[config.mk]
export PLATFORM = sky130hd
export DESIGN_NAME = pdi_channel_pair
export DESIGN_NICKNAME = d
export VERILOG_FILES = /design/src/logic/pdi_pkg.sv /design/src/logic/pdi_channel_pair.sv
export SDC_FILE = /design/constraint.sdc
export NUM_CORES = 1
export LEC_CHECK = 0
export BUFFER_PORTS_ARGS = -buffer_cell sky130_fd_sc_hd__buf_4
export CELL_PAD_IN_SITES_DETAIL_PLACEMENT = 1
export CELL_PAD_IN_SITES_GLOBAL_PLACEMENT = 1
export CORE_AREA = 4 4 188 190
export DETAILED_ROUTE_END_ITERATION = 8
export DIE_AREA = 0 0 192 194
export PLACE_DENSITY = 0.55
export SLEW_MARGIN = 10
export SYNTH_ARGS = -nofsm -noshare
export SYNTH_HDL_FRONTEND = slang
export SYNTH_SLANG_ARGS = --single-unit
[constraint.sdc]
create_clock -name clk_sys -period 3 [get_ports clk_sys]
set_input_delay 0.15 -clock clk_sys [delete_from_list [all_inputs] [get_ports clk_sys]]
set_output_delay 0.15 -clock clk_sys [all_outputs]
set_load 0.02 [all_outputs]
[src/logic/pdi_pkg.sv]
// Purpose: Shared constants and types for the parallel digital input channel pair
// Assumes: Word and qualifier widths fixed by the pod pinout
// Notes:   Numbers named once here and used by name
package pdi_pkg;
  localparam int unsigned WORD_W      = 16;
  localparam int unsigned SAMPLE_W    = 13;
  localparam int unsigned QUAL_W      = 8;
  localparam int unsigned BYTE_W      = 8;
  localparam int unsigned UPPER_LSB   = 3;
  localparam int unsigned RND_BIT     = 2;
  localparam int unsigned SAMPLE_TOUT_CYC = 4096;
  localparam logic [15:0] OFFSET_ZERO = 16'h8000;

  // Per channel configuration
  typedef struct packed {
    logic             digital;
    logic             src_alt;
    logic             size16;
    logic             bus16;
    logic             align_upper;
    logic             offset_bin;
    logic             edge_fall;
    logic             auto_range;
    logic [QUAL_W-1:0] qual_mask;
    logic [QUAL_W-1:0] qual_val;
  } pdi_cfg_type;

  // Per channel output sample
  typedef struct packed {
    logic                valid;
    logic [SAMPLE_W-1:0] data;
    logic                upper;
  } pdi_smp_type;
endpackage : pdi_pkg

[src/logic/pdi_channel_pair.sv]
// Purpose: Two digital input channels: source select, byte assembly, field select, format decode
// Assumes: Pod pins and clocks are asynchronous and pass two flops
// Notes:   Overview of rules listed below
// Overview of operation
// - Channel 1 digital takes words from internal source or pod 1.
// - Channel 2 digital takes words from pod 1 or pod 2.
// - Each channel accepts 8 or 16 bit data over an 8 or 16 bit bus.
// - For 16-bit data keep upper or lower 13-bit field as sample.
// - Upper field rounds using the three discarded least significant bits.
// - Lower field drops the three most significant bits without rounding.
// - Swept-sine auto range switches fields on its own for 16-bit range.
// - 8-bit bus takes one byte per sample or two bytes per 16-bit sample.
// - 8-bit bus reads only upper byte lines of the pod.
// - Twos complement: sign bit 0 positive, 1 negative.
// - Offset binary: sign bit 1 positive, 0 negative.
// - Decode per channel format; offset 8000 zero, FFFF max, 7FFF minus one.
// - Sample_absent_indication flag while sample clock absent; clears once valid clock appears.
// - Latch pod data on rising or falling data clock edge as selected.
// - With qualifiers, latch only when qualifier lines match pattern; don't cares match.
`timescale 1ns/1ps
module pdi_channel_pair
  import pdi_pkg::*;
#(
  parameter int unsigned TOUT_CYC = SAMPLE_TOUT_CYC
) (
  input  wire logic               clk_sys,
  input  wire logic               sys_rst,
  input  wire pdi_cfg_type        cfg1,
  input  wire pdi_cfg_type        cfg2,
  input  wire logic               swept_sine,
  input  wire logic [WORD_W-1:0]  src_word,
  input  wire logic               src_strobe,
  input  wire logic [WORD_W-1:0]  pod1_data,
  input  wire logic               pod1_clk,
  input  wire logic [WORD_W-1:0]  pod2_data,
  input  wire logic               pod2_clk,
  input  wire logic [QUAL_W-1:0]  qualifier_lines,
  input  wire logic               sample_clk,
  input  wire logic               sample_clk_valid_cfg,
  output pdi_smp_type             smp1,
  output pdi_smp_type             smp2,
  output logic                    sample_absent_indication
);
  // Watchdog counter is wide enough to hold the full timeout count
  // It parks at its ceiling so the flag stays up while the clock is gone
  localparam int unsigned CW = $clog2(TOUT_CYC + 1);
  localparam logic [CW-1:0] TOUT_MAX = CW'(TOUT_CYC);

  // Per channel working state
  // phase marks that the high byte of a byte pair is held
  // word_vld pulses one cycle after each accepted latch that completes a word, not after the first byte of a pair
  // upper records which field the next sample will use

  typedef struct packed {
    logic                   phase;
    logic [BYTE_W-1:0]      hi_byte;
    logic [WORD_W-1:0]      word;
    logic                   word_vld;
    logic                   upper;
  } pdi_ch_type;

  // Whole block state
  // Pod pins, data clocks, qualifiers and sample clock pass two flops
  // Only stage 1 of each chain is read by logic, stage 0 never
  // The _prev copies hold last cycle's stage 1 for edge detection
  typedef struct packed {
    logic [1:0][WORD_W-1:0] p1_s;
    logic [1:0][WORD_W-1:0] p2_s;
    logic [1:0]             c1_s;
    logic [1:0]             c2_s;
    logic [1:0][QUAL_W-1:0] q_s;
    logic [1:0]             sc_s;
    logic                   c1_prev;
    logic                   c2_prev;
    logic                   sc_prev;
    pdi_ch_type [1:0]       ch;
    pdi_smp_type [1:0]      smp;
    logic [CW-1:0]          tout;
    logic                   absent;
  } pdi_state_type;

  pdi_state_type st_q, st_d;

  // Sample word conversion for one channel
  // Offset binary is turned into twos complement first by flipping the sign bit
  // 8-bit data sits in the top byte and is sign extended to the sample width
  // Upper field adds half an output step before dropping three bits
  // Rounding can carry past positive full scale, so that case saturates
  // Lower field keeps the low bits; large words wrap, which the user must avoid
  function automatic logic [SAMPLE_W:0] conv(input pdi_cfg_type c, input logic [WORD_W-1:0] w,
                                             input logic up);
    logic [WORD_W-1:0]   t;
    logic [WORD_W:0]     r;
    logic [SAMPLE_W-1:0] s;
    t = w;
    s = '0;
    r = '0;
    if (c.offset_bin) begin
      t[WORD_W-1] = ~w[WORD_W-1];
    end
    if (!c.size16) begin
      s = SAMPLE_W'({{(SAMPLE_W-BYTE_W){t[WORD_W-1]}}, t[WORD_W-1 -: BYTE_W]});
    end else if (up) begin
      r = {t[WORD_W-1], t} + (WORD_W+1)'({t[RND_BIT], {RND_BIT{1'b0}}});
      // Saturate when rounding overflows positive full scale
      if (r[WORD_W] != r[WORD_W-1]) begin
        s = {1'b0, {(SAMPLE_W-1){1'b1}}};
      end else begin
        s = r[WORD_W-1 -: SAMPLE_W];
      end
    end else begin
      s = t[SAMPLE_W-1:0];
    end
    return {up, s};
  endfunction : conv

  // Next state of both channels
  always_comb begin
    pdi_cfg_type       c;
    logic [1:0]        edge_hit;
    logic [WORD_W-1:0] w;
    logic              lat;
    logic [SAMPLE_W:0] cv;
    logic              big;
    c = '0;
    edge_hit = '0;
    w = '0;
    lat = 1'b0;
    cv = '0;
    big = 1'b0;
    st_d = st_q;
    st_d.p1_s = {st_q.p1_s[0], pod1_data};
    st_d.p2_s = {st_q.p2_s[0], pod2_data};
    st_d.c1_s = {st_q.c1_s[0], pod1_clk};
    st_d.c2_s = {st_q.c2_s[0], pod2_clk};
    st_d.q_s  = {st_q.q_s[0], qualifier_lines};
    st_d.sc_s = {st_q.sc_s[0], sample_clk};
    st_d.c1_prev = st_q.c1_s[1];
    st_d.c2_prev = st_q.c2_s[1];
    st_d.sc_prev = st_q.sc_s[1];
    for (int i = 0; i < 2; i++) begin
      c = (i == 0) ? cfg1 : cfg2;
      st_d.ch[i].word_vld = 1'b0;
      st_d.smp[i].valid = 1'b0;
      // Data clock edge of selected pod, with polarity choice
      edge_hit[0] = c.edge_fall ? (st_q.c1_prev & ~st_q.c1_s[1]) : (~st_q.c1_prev & st_q.c1_s[1]);
      edge_hit[1] = c.edge_fall ? (st_q.c2_prev & ~st_q.c2_s[1]) : (~st_q.c2_prev & st_q.c2_s[1]);
      if (i == 0) begin
        w   = c.src_alt ? src_word : st_q.p1_s[1];
        lat = c.src_alt ? src_strobe : edge_hit[0];
      end else begin
        w   = c.src_alt ? st_q.p2_s[1] : st_q.p1_s[1];
        lat = c.src_alt ? edge_hit[1] : edge_hit[0];
      end
      // Qualifier match, masked bits are don't care
      lat = lat & c.digital & (((st_q.q_s[1] ^ c.qual_val) & c.qual_mask) == '0);
      if (lat) begin
        if (c.bus16) begin
          st_d.ch[i].word = w;
          st_d.ch[i].word_vld = 1'b1;
        end else if (!c.size16) begin
          st_d.ch[i].word = {w[WORD_W-1 -: BYTE_W], {BYTE_W{1'b0}}};
          st_d.ch[i].word_vld = 1'b1;
        end else if (!st_q.ch[i].phase) begin
          st_d.ch[i].hi_byte = w[WORD_W-1 -: BYTE_W];
          st_d.ch[i].phase = 1'b1;
        end else begin
          st_d.ch[i].word = {st_q.ch[i].hi_byte, w[WORD_W-1 -: BYTE_W]};
          st_d.ch[i].word_vld = 1'b1;
          st_d.ch[i].phase = 1'b0;
        end
      end
      // Byte pairing restarts whenever the channel leaves the 8-bit bus, 16-bit data mode
      // Without this a stale high byte could pair with a byte of a later setup
      if (!c.digital || c.bus16 || !c.size16) begin
        st_d.ch[i].phase = 1'b0;
      end
      // Auto range picks the upper field when the stored word, not yet offset decoded, would overflow the lower one
      big = (st_q.ch[i].word[WORD_W-1:SAMPLE_W-1] != '0) && (st_q.ch[i].word[WORD_W-1:SAMPLE_W-1] != '1);
      if (st_q.ch[i].word_vld) begin
        st_d.ch[i].upper = (c.auto_range && swept_sine) ? big : c.align_upper;
      end
      // Sample on sample clock rising edge
      if (~st_q.sc_prev & st_q.sc_s[1] & c.digital) begin
        // The last latched word is sampled again if no new word arrived
        cv = conv(c, st_q.ch[i].word, st_q.ch[i].upper);
        st_d.smp[i].valid = 1'b1;
        st_d.smp[i].upper = cv[SAMPLE_W];
        st_d.smp[i].data  = cv[SAMPLE_W-1:0];
      end
    end
    // Sample_absent_indication watchdog on the external sample clock
    if (st_q.sc_prev != st_q.sc_s[1]) begin
      st_d.tout = '0;
    end else if (st_q.tout != TOUT_MAX) begin
      st_d.tout = st_q.tout + CW'(1);
    end
    st_d.absent = (st_q.tout == TOUT_MAX) || !sample_clk_valid_cfg;
  end

  // State register
  // Reset clears the sync chains as well, matching idle low pins, so no false edge follows
  always_ff @(posedge clk_sys) begin
    if (sys_rst) begin
      st_q <= '0;
    end else begin
      st_q <= st_d;
    end
  end

  // Outputs come straight from registers
  assign smp1 = st_q.smp[0];
  assign smp2 = st_q.smp[1];
  assign sample_absent_indication = st_q.absent;

  // Sample_absent_indication flag follows the configuration and the watchdog
  a_absent_cfg: assert property (@(posedge clk_sys) disable iff (sys_rst)
    !sample_clk_valid_cfg |=> sample_absent_indication) else $error("absent flag not raised");

  a_absent_tout: assert property (@(posedge clk_sys) disable iff (sys_rst)
    (st_q.tout == TOUT_MAX) |=> sample_absent_indication) else $error("timeout not flagged");

  a_clear_valid: assert property (@(posedge clk_sys) disable iff (sys_rst)
    (sample_clk_valid_cfg && st_q.tout == '0) |=> !sample_absent_indication) else $error("flag not cleared");

  // Any sample clock transition restarts the watchdog
  a_tout_restart: assert property (@(posedge clk_sys) disable iff (sys_rst)
    (st_q.sc_prev != st_q.sc_s[1]) |=> (st_q.tout == '0)) else $error("watchdog not restarted");

  // Samples come only from digital channels
  a_smp_digital1: assert property (@(posedge clk_sys) disable iff (sys_rst)
    smp1.valid |-> $past(cfg1.digital)) else $error("ch1 sample while analog");

  a_smp_digital2: assert property (@(posedge clk_sys) disable iff (sys_rst)
    smp2.valid |-> $past(cfg2.digital)) else $error("ch2 sample while analog");

  // Samples follow a rising edge of the synchronised sample clock
  a_smp_edge: assert property (@(posedge clk_sys) disable iff (sys_rst)
    smp2.valid |-> $past(st_q.sc_s[1]) && !$past(st_q.sc_prev)) else $error("sample without clock edge");

  a_smp_edge1: assert property (@(posedge clk_sys) disable iff (sys_rst)
    smp1.valid |-> $past(st_q.sc_s[1]) && !$past(st_q.sc_prev)) else $error("ch1 sample without clock edge");

  // A sample strobe lasts exactly one cycle
  a_smp_pulse: assert property (@(posedge clk_sys) disable iff (sys_rst)
    smp1.valid |=> !smp1.valid) else $error("sample strobe too long");

  // Latches happen only when the qualifier pattern matches
  a_qual_gate1: assert property (@(posedge clk_sys) disable iff (sys_rst)
    st_q.ch[0].word_vld |-> $past(cfg1.digital && (((st_q.q_s[1] ^ cfg1.qual_val) & cfg1.qual_mask) == '0)))
    else $error("ch1 latch with qualifier mismatch");

  a_qual_gate2: assert property (@(posedge clk_sys) disable iff (sys_rst)
    st_q.ch[1].word_vld |-> $past(cfg2.digital && (((st_q.q_s[1] ^ cfg2.qual_val) & cfg2.qual_mask) == '0)))
    else $error("ch2 latch with qualifier mismatch");

  // Channel 1 internal source is taken on its strobe only
  a_src_path1: assert property (@(posedge clk_sys) disable iff (sys_rst)
    (st_q.ch[0].word_vld && $past(cfg1.src_alt))
    |-> $past(src_strobe) && (!$past(cfg1.bus16) || st_q.ch[0].word == $past(src_word)))
    else $error("ch1 source word wrong");

  // Channel 2 takes the selected pod's word
  a_pod_path2: assert property (@(posedge clk_sys) disable iff (sys_rst)
    (st_q.ch[1].word_vld && $past(cfg2.bus16))
    |-> st_q.ch[1].word == $past(cfg2.src_alt ? st_q.p2_s[1] : st_q.p1_s[1]))
    else $error("ch2 pod word wrong");

  // An 8-bit bus with 8-bit data leaves the low byte empty
  a_byte_lines: assert property (@(posedge clk_sys) disable iff (sys_rst)
    (st_q.ch[0].word_vld && $past(!cfg1.bus16 && !cfg1.size16)) |-> st_q.ch[0].word[BYTE_W-1:0] == '0)
    else $error("low byte lines used");

  a_byte_pair: assert property (@(posedge clk_sys) disable iff (sys_rst)
    st_q.ch[0].phase |-> $past(!cfg1.bus16 && cfg1.size16)) else $error("byte pairing outside 8/16 mode");

  // Lower field is the low bits of the word
  a_lower_trunc: assert property (@(posedge clk_sys) disable iff (sys_rst)
    (smp1.valid && !smp1.upper && $past(cfg1.size16) && !$past(cfg1.offset_bin))
    |-> smp1.data == $past(st_q.ch[0].word[SAMPLE_W-1:0])) else $error("lower field wrong");

  // Upper field rounds half up away from the saturation corner
  a_upper_round: assert property (@(posedge clk_sys) disable iff (sys_rst)
    (smp1.valid && smp1.upper && $past(cfg1.size16) && !$past(cfg1.offset_bin)
     && $past(st_q.ch[0].word[WORD_W-1:2]) != 14'h1FFF)
    |-> smp1.data == SAMPLE_W'(($past(st_q.ch[0].word) + 16'h0004) >> UPPER_LSB))
    else $error("upper field rounding wrong");

  a_upper_sat: assert property (@(posedge clk_sys) disable iff (sys_rst)
    (smp1.valid && smp1.upper && $past(cfg1.size16) && !$past(cfg1.offset_bin)
     && $past(st_q.ch[0].word[WORD_W-1:2]) == 14'h1FFF)
    |-> smp1.data == 13'h0FFF) else $error("upper field not saturated");

  // 8-bit data is sign extended from the top byte
  a_byte_sign: assert property (@(posedge clk_sys) disable iff (sys_rst)
    (smp1.valid && $past(!cfg1.size16 && !cfg1.offset_bin))
    |-> smp1.data == {{(SAMPLE_W-BYTE_W){$past(st_q.ch[0].word[WORD_W-1])}},
                      $past(st_q.ch[0].word[WORD_W-1 -: BYTE_W])})
    else $error("byte sample not sign extended");

  a_byte_offset: assert property (@(posedge clk_sys) disable iff (sys_rst)
    (smp1.valid && $past(!cfg1.size16 && cfg1.offset_bin))
    |-> smp1.data == {{(SAMPLE_W-BYTE_W+1){~$past(st_q.ch[0].word[WORD_W-1])}},
                      $past(st_q.ch[0].word[WORD_W-2 -: BYTE_W-1])})
    else $error("offset byte not converted");

  // Field choice follows the fixed setting or the auto range decision
  a_fixed_align: assert property (@(posedge clk_sys) disable iff (sys_rst)
    ($past(st_q.ch[1].word_vld) && !$past(cfg2.auto_range)) |-> st_q.ch[1].upper == $past(cfg2.align_upper))
    else $error("alignment not applied");

  a_auto_pick: assert property (@(posedge clk_sys) disable iff (sys_rst)
    ($past(st_q.ch[0].word_vld) && $past(cfg1.auto_range && swept_sine))
    |-> st_q.ch[0].upper == ($past(st_q.ch[0].word[WORD_W-1:SAMPLE_W-1]) != 4'h0
                             && $past(st_q.ch[0].word[WORD_W-1:SAMPLE_W-1]) != 4'hF))
    else $error("auto range field wrong");
endmodule : pdi_channel_pair

==> results.toml, run 1 <==
[run_status]
status = "finished, final reports clean"

[sta]
clock_skew_ns = 0.0115
fmax_mhz = 365
drv_slew = 0
finalWorstSetupSlack_ns = 0.263
relSlewSlack_pct = 50.0
min_period_ns = 2.74
rsz0062_at_grt = "no"
tns_ns = 0
final.period_utilization_pct = 91.2
worst_slew_pin_slew_ns = 0.750
finalHoldViolations = 0
setup_viol = 0

[route]
wirelength_um = 26100
drt_iter0_drc = 498
ant_nets = 0
drc = 0
vias = 6916
viasPerCell = 4.60
drtPass1Iterations = 6
wire_per_inst_um = 17.4

[cts]
path_clk_slew_ns = 0.07
insertion_delay_ns = 0.44
htree_levels = 4
clockBufferDepth = 2
cts_tree = "done"
cts-root-buf = "clkbuf_16"
post_cts_buffers = 0
cts_num_sinks = 187
cts-buffers-inserted = 17

[synthesis]
synth_cell_type_count = 55
ys_warn_count = 0
synth.avg_cell_area_um2 = 9.09
syn_inst = 917
synthArstFlopShare_pct = 0
synthFlopType = "dfxtp_1"
synth_nets = 1036
netlist_area_um2 = 8330
synth-edff-count = 0
ys_seq_elements = 187
ys_seq_area_share_pct = 44.9

[placement]
port_buffers = 142
hpwl_um = 19000
dpl_worst_slack_ns = 0.273
place.gp.congestion = 0.809
dpl_cell_area_um2 = 9590
dp_cells = 1425

[worst_setup_path]
crit_buf_inv = 0
cp.arrival_ns = 3.05
critPathKind = "reg -> reg"
crit_chain = "ha_1 -> nand4_1 -> nor3_1 -> a21oi_1 -> ha_1 -> nand2b_1 -> o32a_1 -> mux2i_1 -> a211oi_1"
cpMostUsedCell = "ha_1"
slowest_delay_ns = 0.41
crit_path_top_delay_cell = "o32a_1"
end_kind = "flop"
crit_family = "simple AND/OR/NAND/NOR gates"
cp_max_fo = 10
start_kind = "flop"
cp_data_required_time_ns = 3.31

[pwr]
leakage_nw = 3.97
report.power.total_w = 0.00538
ir_drop_uv = 380
cellPowerDensity_nw_per_um2 = 507

[cells_and_area]
final_cells = 1502
fin_nets = 1160
fin_area_um2 = 10600
syn2layout_area_growth_pct = 27.2
diodes = 0
nFillCells = 3881
drive_above_1_share_pct = 21.3

[hold_path]
min_path_type = "in -> reg"

[floorplanning]
die_height_um = 194
dieArea_um2 = 37200
die_x_um = 192
ios = 143
core_area_um2 = 33400
start_util_pct = 24.9
row_count = 67

[flow_run]
drv_cap = 0

[global_routing]
grt_pass1_vias = 7257
track_usage_pct = 14.0
grt_antenna_before_repair = 0
grt_pass1_wl_um = 41300
overflow = 0
grt_max_degree = 79
[layout make-up]
| class | count | area, µm² | area share [%] |
|---|---|---|---|
| clock buffer | 20 | 457 | 4.31 |
| clock inverter | 12 | 103 | 0.968 |
| inverter | 10 | 37.5 | 0.354 |
| multi-input combinational | 625 | 4070 | 38.4 |
| sequential | 187 | 3740 | 35.3 |
| tap | 448 | 561 | 5.29 |
| timing repair buffer | 200 | 1630 | 15.4 |
[cell usage in the layout, fill, tap and decap left out, types with 10 or more instances in the layout]
master / netlist / final
clkbuf_16: 0 / 17
nand2_1: 38 / 38
nor2_1: 70 / 70
buf_4: 30 / 153
nor4_1: 11 / 11
xor2_1: 31 / 31
o221ai_1: 15 / 15
a22oi_1: 14 / 14
a211oi_1: 27 / 27
nor2b_1: 91 / 91
a21oi_1: 63 / 63
dlygate4sd3_1: 0 / 45
nand2b_1: 25 / 25
nand3_1: 13 / 13
o21ai_0: 22 / 22
dfxtp_1: 187 / 187
xnor2_1: 18 / 18
and3_1: 15 / 15
a311oi_1: 20 / 20
or3_1: 10 / 10
nor3_1: 31 / 31
inv_1: 10 / 10
mux2_2: 25 / 25
mux2i_1: 10 / 10
[sequential cells by signal, summed over array words and instances, names as in the netlist]
| register | cells |
|---|---|
| sample_absent_indication | 1 |
| smp1 | 15 |
| smp2 | 15 |
| st_d | 46 |
| st_q | 110 |
[report_power, final]
part / total (W) / internal (W) / switching [W]
clock network: 0.00220 / 0.00113 / 0.00107
logic: 0.000575 / 0.000284 / 0.000291
registers: 0.00260 / 0.00256 / 0.0000459
total: 0.00538 / 0.00397 / 0.00141
[path summary, 6_finish.rpt]
check / start / end / slack, ns / depth (start not counted)
max: st_q[49]$_SDFFE_PP0P_ / smp1[5]$_SDFFE_PP0P_ / 0.26 / 9
min: cfg1[23] / smp1[14]$_SDFF_PP0_ / 0.04 / 3
max reg2reg: st_q[49]$_SDFFE_PP0P_ / smp1[5]$_SDFFE_PP0P_ / 0.26 / 9
min reg2reg: st_d[179]$_SDFF_PP0_ / st_q[179]$_SDFF_PP0_ / 0.44 / 1
[synth_stat cells, drive strengths merged, types with 2 or more instances]
cell type	number	area, µm²
nand3	13	65.1
nand2b	25	156
buf	40	278
and3	15	93.8
o221ai	15	131
nor4	12	81.3
a31o	9	78.8
nor4b	3	32.5
a311oi	20	175
inv	10	37.5
a21oi	63	315
o21bai	6	45.0
nor2b	91	569
or3	10	62.6
mux2i	10	100
o211ai	2	15.0
a22oi	14	105
a221oi	7	61.3
a211oi	27	203
mux2	25	282
xnor2	18	158
and2	6	37.5
nand2	38	143
ha	7	87.6
nand4	7	43.8
clkbuf	55	208
nor3	31	155
dfxtp	187	3740
a31oi	9	56.3
and4	4	35.0
xor2	31	272
o21ai	22	110
nor2	71	269
[cells by family after synthesis]
logic type,after synthesis,share of synthesized area (%)
simple gates,332,21.6
fa+ha+maj,7,1.05
compound gates,202,16.4
xor+xnor,49,5.15
mux,35,4.58
buf+inv,105,6.28
flops,187,44.9
[stage by stage]
| stage | hold WS (ns) | util [%] |
|---|---|---|
| floorplan | 0.242 | - |
| CTS | 0.0155 | 31.7 |
| finish | 0.0394 | 31.7 |
| global placement | 0.327 | 28.7 |
| global route | 0.0484 | 31.7 |
| detailed placement | 0.333 | 28.7 |
[worst register-to-register path: cells and delay by family, from the launching register on]
family / cells / cell delay [ns]
AO/OA/AOI/OAI: 3 / 0.62
adder cells (fa/ha/maj): 2 / 0.56
flip-flops: 1 / 0.40
multiplexers: 1 / 0.15
AND/OR/NAND/NOR: 3 / 0.88
[per-layer routing]
| layer | wire, µm | vias up | track usage (%) |
|---|---|---|---|
| met4 | 264 | 0 | 3.17 |
| met2 | 11600 | 149 | 21.0 |
| li1 | - | 3457 | - |
| met5 | 0 | - | 0 |
| met3 | 1480 | 13 | 3.85 |
| met1 | 12800 | 3297 | 20.0 |
[timing repair]
item,in CTS,in global routing
hold endpoints to repair,45,0
setup endpoints to repair,0,0
hold buffers,45,0
resized for setup,0,0
(Power assumes the default switching activity.)
==> run 2, diff against run 1 <==
--- a/config.mk
+++ b/config.mk
@@ -8,9 +8,9 @@
 export BUFFER_PORTS_ARGS = -buffer_cell sky130_fd_sc_hd__buf_4
 export CELL_PAD_IN_SITES_DETAIL_PLACEMENT = 1
 export CELL_PAD_IN_SITES_GLOBAL_PLACEMENT = 1
-export CORE_AREA = 4 4 188 190
+export CORE_AREA = 2 2 186 188
 export DETAILED_ROUTE_END_ITERATION = 8
-export DIE_AREA = 0 0 192 194
+export DIE_AREA = 0 0 188 190
 export PLACE_DENSITY = 0.55
 export SLEW_MARGIN = 10
 export SYNTH_ARGS = -nofsm -noshare
==> results.toml, run 2 (same netlist as run 1, synthesis figures left out) <==
[floorplanning]
die_x_um = 188
ios = 143
start_util_pct = 24.5
dieArea_um2 = 35700
core_area_um2 = 33900
die_height_um = 190
row_count = 68

[global_routing]
grt_pass1_vias = 6925
grt_antenna_before_repair = 0
track_usage_pct = 14.3
overflow = 0
grt_max_degree = 77
grt_pass1_wl_um = 40200

[route]
drt_iter0_drc = 302
dr_wl_met2_um = 10700
drtPass1Iterations = 4
wire_per_inst_um = 16.6
ant_nets = 0
met3_length_um = 1160
drc = 0
wirelength_um = 25200
highest_layer = "met4"
vias = 6900
viasPerCell = 4.55
drt-met1-wl_um = 12900

[hold_path]
hold_depth = 3
min_path_type = "in -> reg"
hold_path.startpoint = "cfg2[20]"
hold_end = "st_q[74]$_SDFFE_PP0P_"

[cts]
post_cts_resized = 0
clockBufferDepth = 2
htree_levels = 4
cts-buffers-inserted = 17
insertion_delay_ns = 0.44
path_clk_slew_ns = 0.08
cts_tree = "done"
cts-root-buf = "clkbuf_16"
post_cts_buffers = 0
ctsHoldBuffers = 45
cts_num_sinks = 187

[worst_setup_path]
end_kind = "flop"
critPathKind = "reg -> reg"
cp.arrival_ns = 2.86
r2r_cells = 9
cp_data_required_time_ns = 3.30
r2r_end = "smp1[5]$_SDFFE_PP0P_"
cp_max_fo = 6
rrSetupSlack_ns = 0.44
rr_startpoint = "st_q[49]$_SDFFE_PP0P_"
start_kind = "flop"

[cells_and_area]
top_register = "st_q"
syn2layout_area_growth_pct = 27.9
final_common_cell = "dfxtp_1"
nFillCells = 3907
largest_register_ffs = 110
mostFrequentLayoutCells = "187 x dfxtp_1, 159 x buf_4, 91 x nor2b_1"
drive_above_1_share_pct = 21.6
fin_nets = 1165
fin_util_pct = 31.4
fin_area_um2 = 10700

[run_status]
status = "finished, final reports clean"

[sta]
holdWs_ns = 0.0430
min_period_ns = 2.56
setup_viol = 0
relSlewSlack_pct = 48.4
clock_skew_ns = 0.0108
rsz0062_at_grt = "no"
fmax_mhz = 391
final.period_utilization_pct = 85.2
tns_ns = 0
worst_slew_pin_slew_ns = 0.775
drv_slew = 0
finalHoldViolations = 0

[placement]
place.gp.congestion = 0.794
hpwl_um = 18800
dpl_cell_area_um2 = 9630
port_buffers = 142

[pwr]
cellPowerDensity_nw_per_um2 = 508
ir_drop_uv = 379
leakage_nw = 4.01

[flow_run]
drv_cap = 0
==> run 2: per-stage QoR <==
stage | setup slack, ns | power (W) | std cells
2_1_floorplan | 0.555 | 0.00296 | 917
3_3_place_gp | 0.537 | 0.00319 | 1437
3_5_place_dp | 0.472 | 0.00320 | 1437
4_1_cts | 0.444 | 0.00550 | 1514
5_1_grt | 0.173 | 0.00566 | 1514
6_report | 0.444 | 0.00541 | 1515
==> run 2: area by class of cell <==
| cell class | instances | area, µm² | area share (%) |
|---|---|---|---|
| Antenna cell | 1 | 2.50 | 0.0235 |
| Clock inverter | 14 | 149 | 1.40 |
| Sequential cell | 187 | 3740 | 35.1 |
| Timing Repair Buffer | 205 | 1660 | 15.6 |
| Inverter | 10 | 37.5 | 0.352 |
| Multi-Input combinational cell | 625 | 4070 | 38.1 |
| Tap cell | 455 | 569 | 5.34 |
| Clock buffer | 18 | 429 | 4.03 |
==> run 2: how the worst max path moves through the flow <==
stage | depth (start not counted) | start | to
final | 9 | st_q[49]$_SDFFE_PP0P_ | smp1[5]$_SDFFE_PP0P_
after CTS | 11 | st_q[49]$_SDFFE_PP0P_ | smp1[4]$_SDFFE_PP0P_
after detailed placement | 9 | st_q[49]$_SDFFE_PP0P_ | smp1[5]$_SDFFE_PP0P_
after global placement | 11 | st_q[50]$_SDFFE_PP0P_ | smp1[4]$_SDFFE_PP0P_
after global routing | 8 | st_q[76]$_SDFFE_PP0P_ | smp2[12]$_SDFFE_PP0P_
after floorplan | 10 | st_q[49]$_SDFFE_PP0P_ | smp1[5]$_SDFFE_PP0P_
==> run 2: worst max-delay path: stages (launching register included) <==
cell	delay, ns
dfxtp_1	0.40
ha_1	0.24
nand4_1	0.19
nor3_1	0.30
a21oi_1	0.11
ha_1	0.34
nand2b_1	0.24
o32a_1	0.38
mux2i_1	0.15
a211oi_1	0.09
==> run 2: where the power goes <==
part           internal [W]  leakage (nW)  switching [W]
Combinational      0.000285          2.20       0.000289
Clock               0.00112         0.281        0.00112
Sequential          0.00256          1.53      0.0000464
==> run 2: routing by layer <==
layer	vias to the layer above	global-route usage [%]
li1	3490	-
met5	-	0
met4	0	4.57
met3	29	3.41
met2	155	21.2
met1	3226	20.4
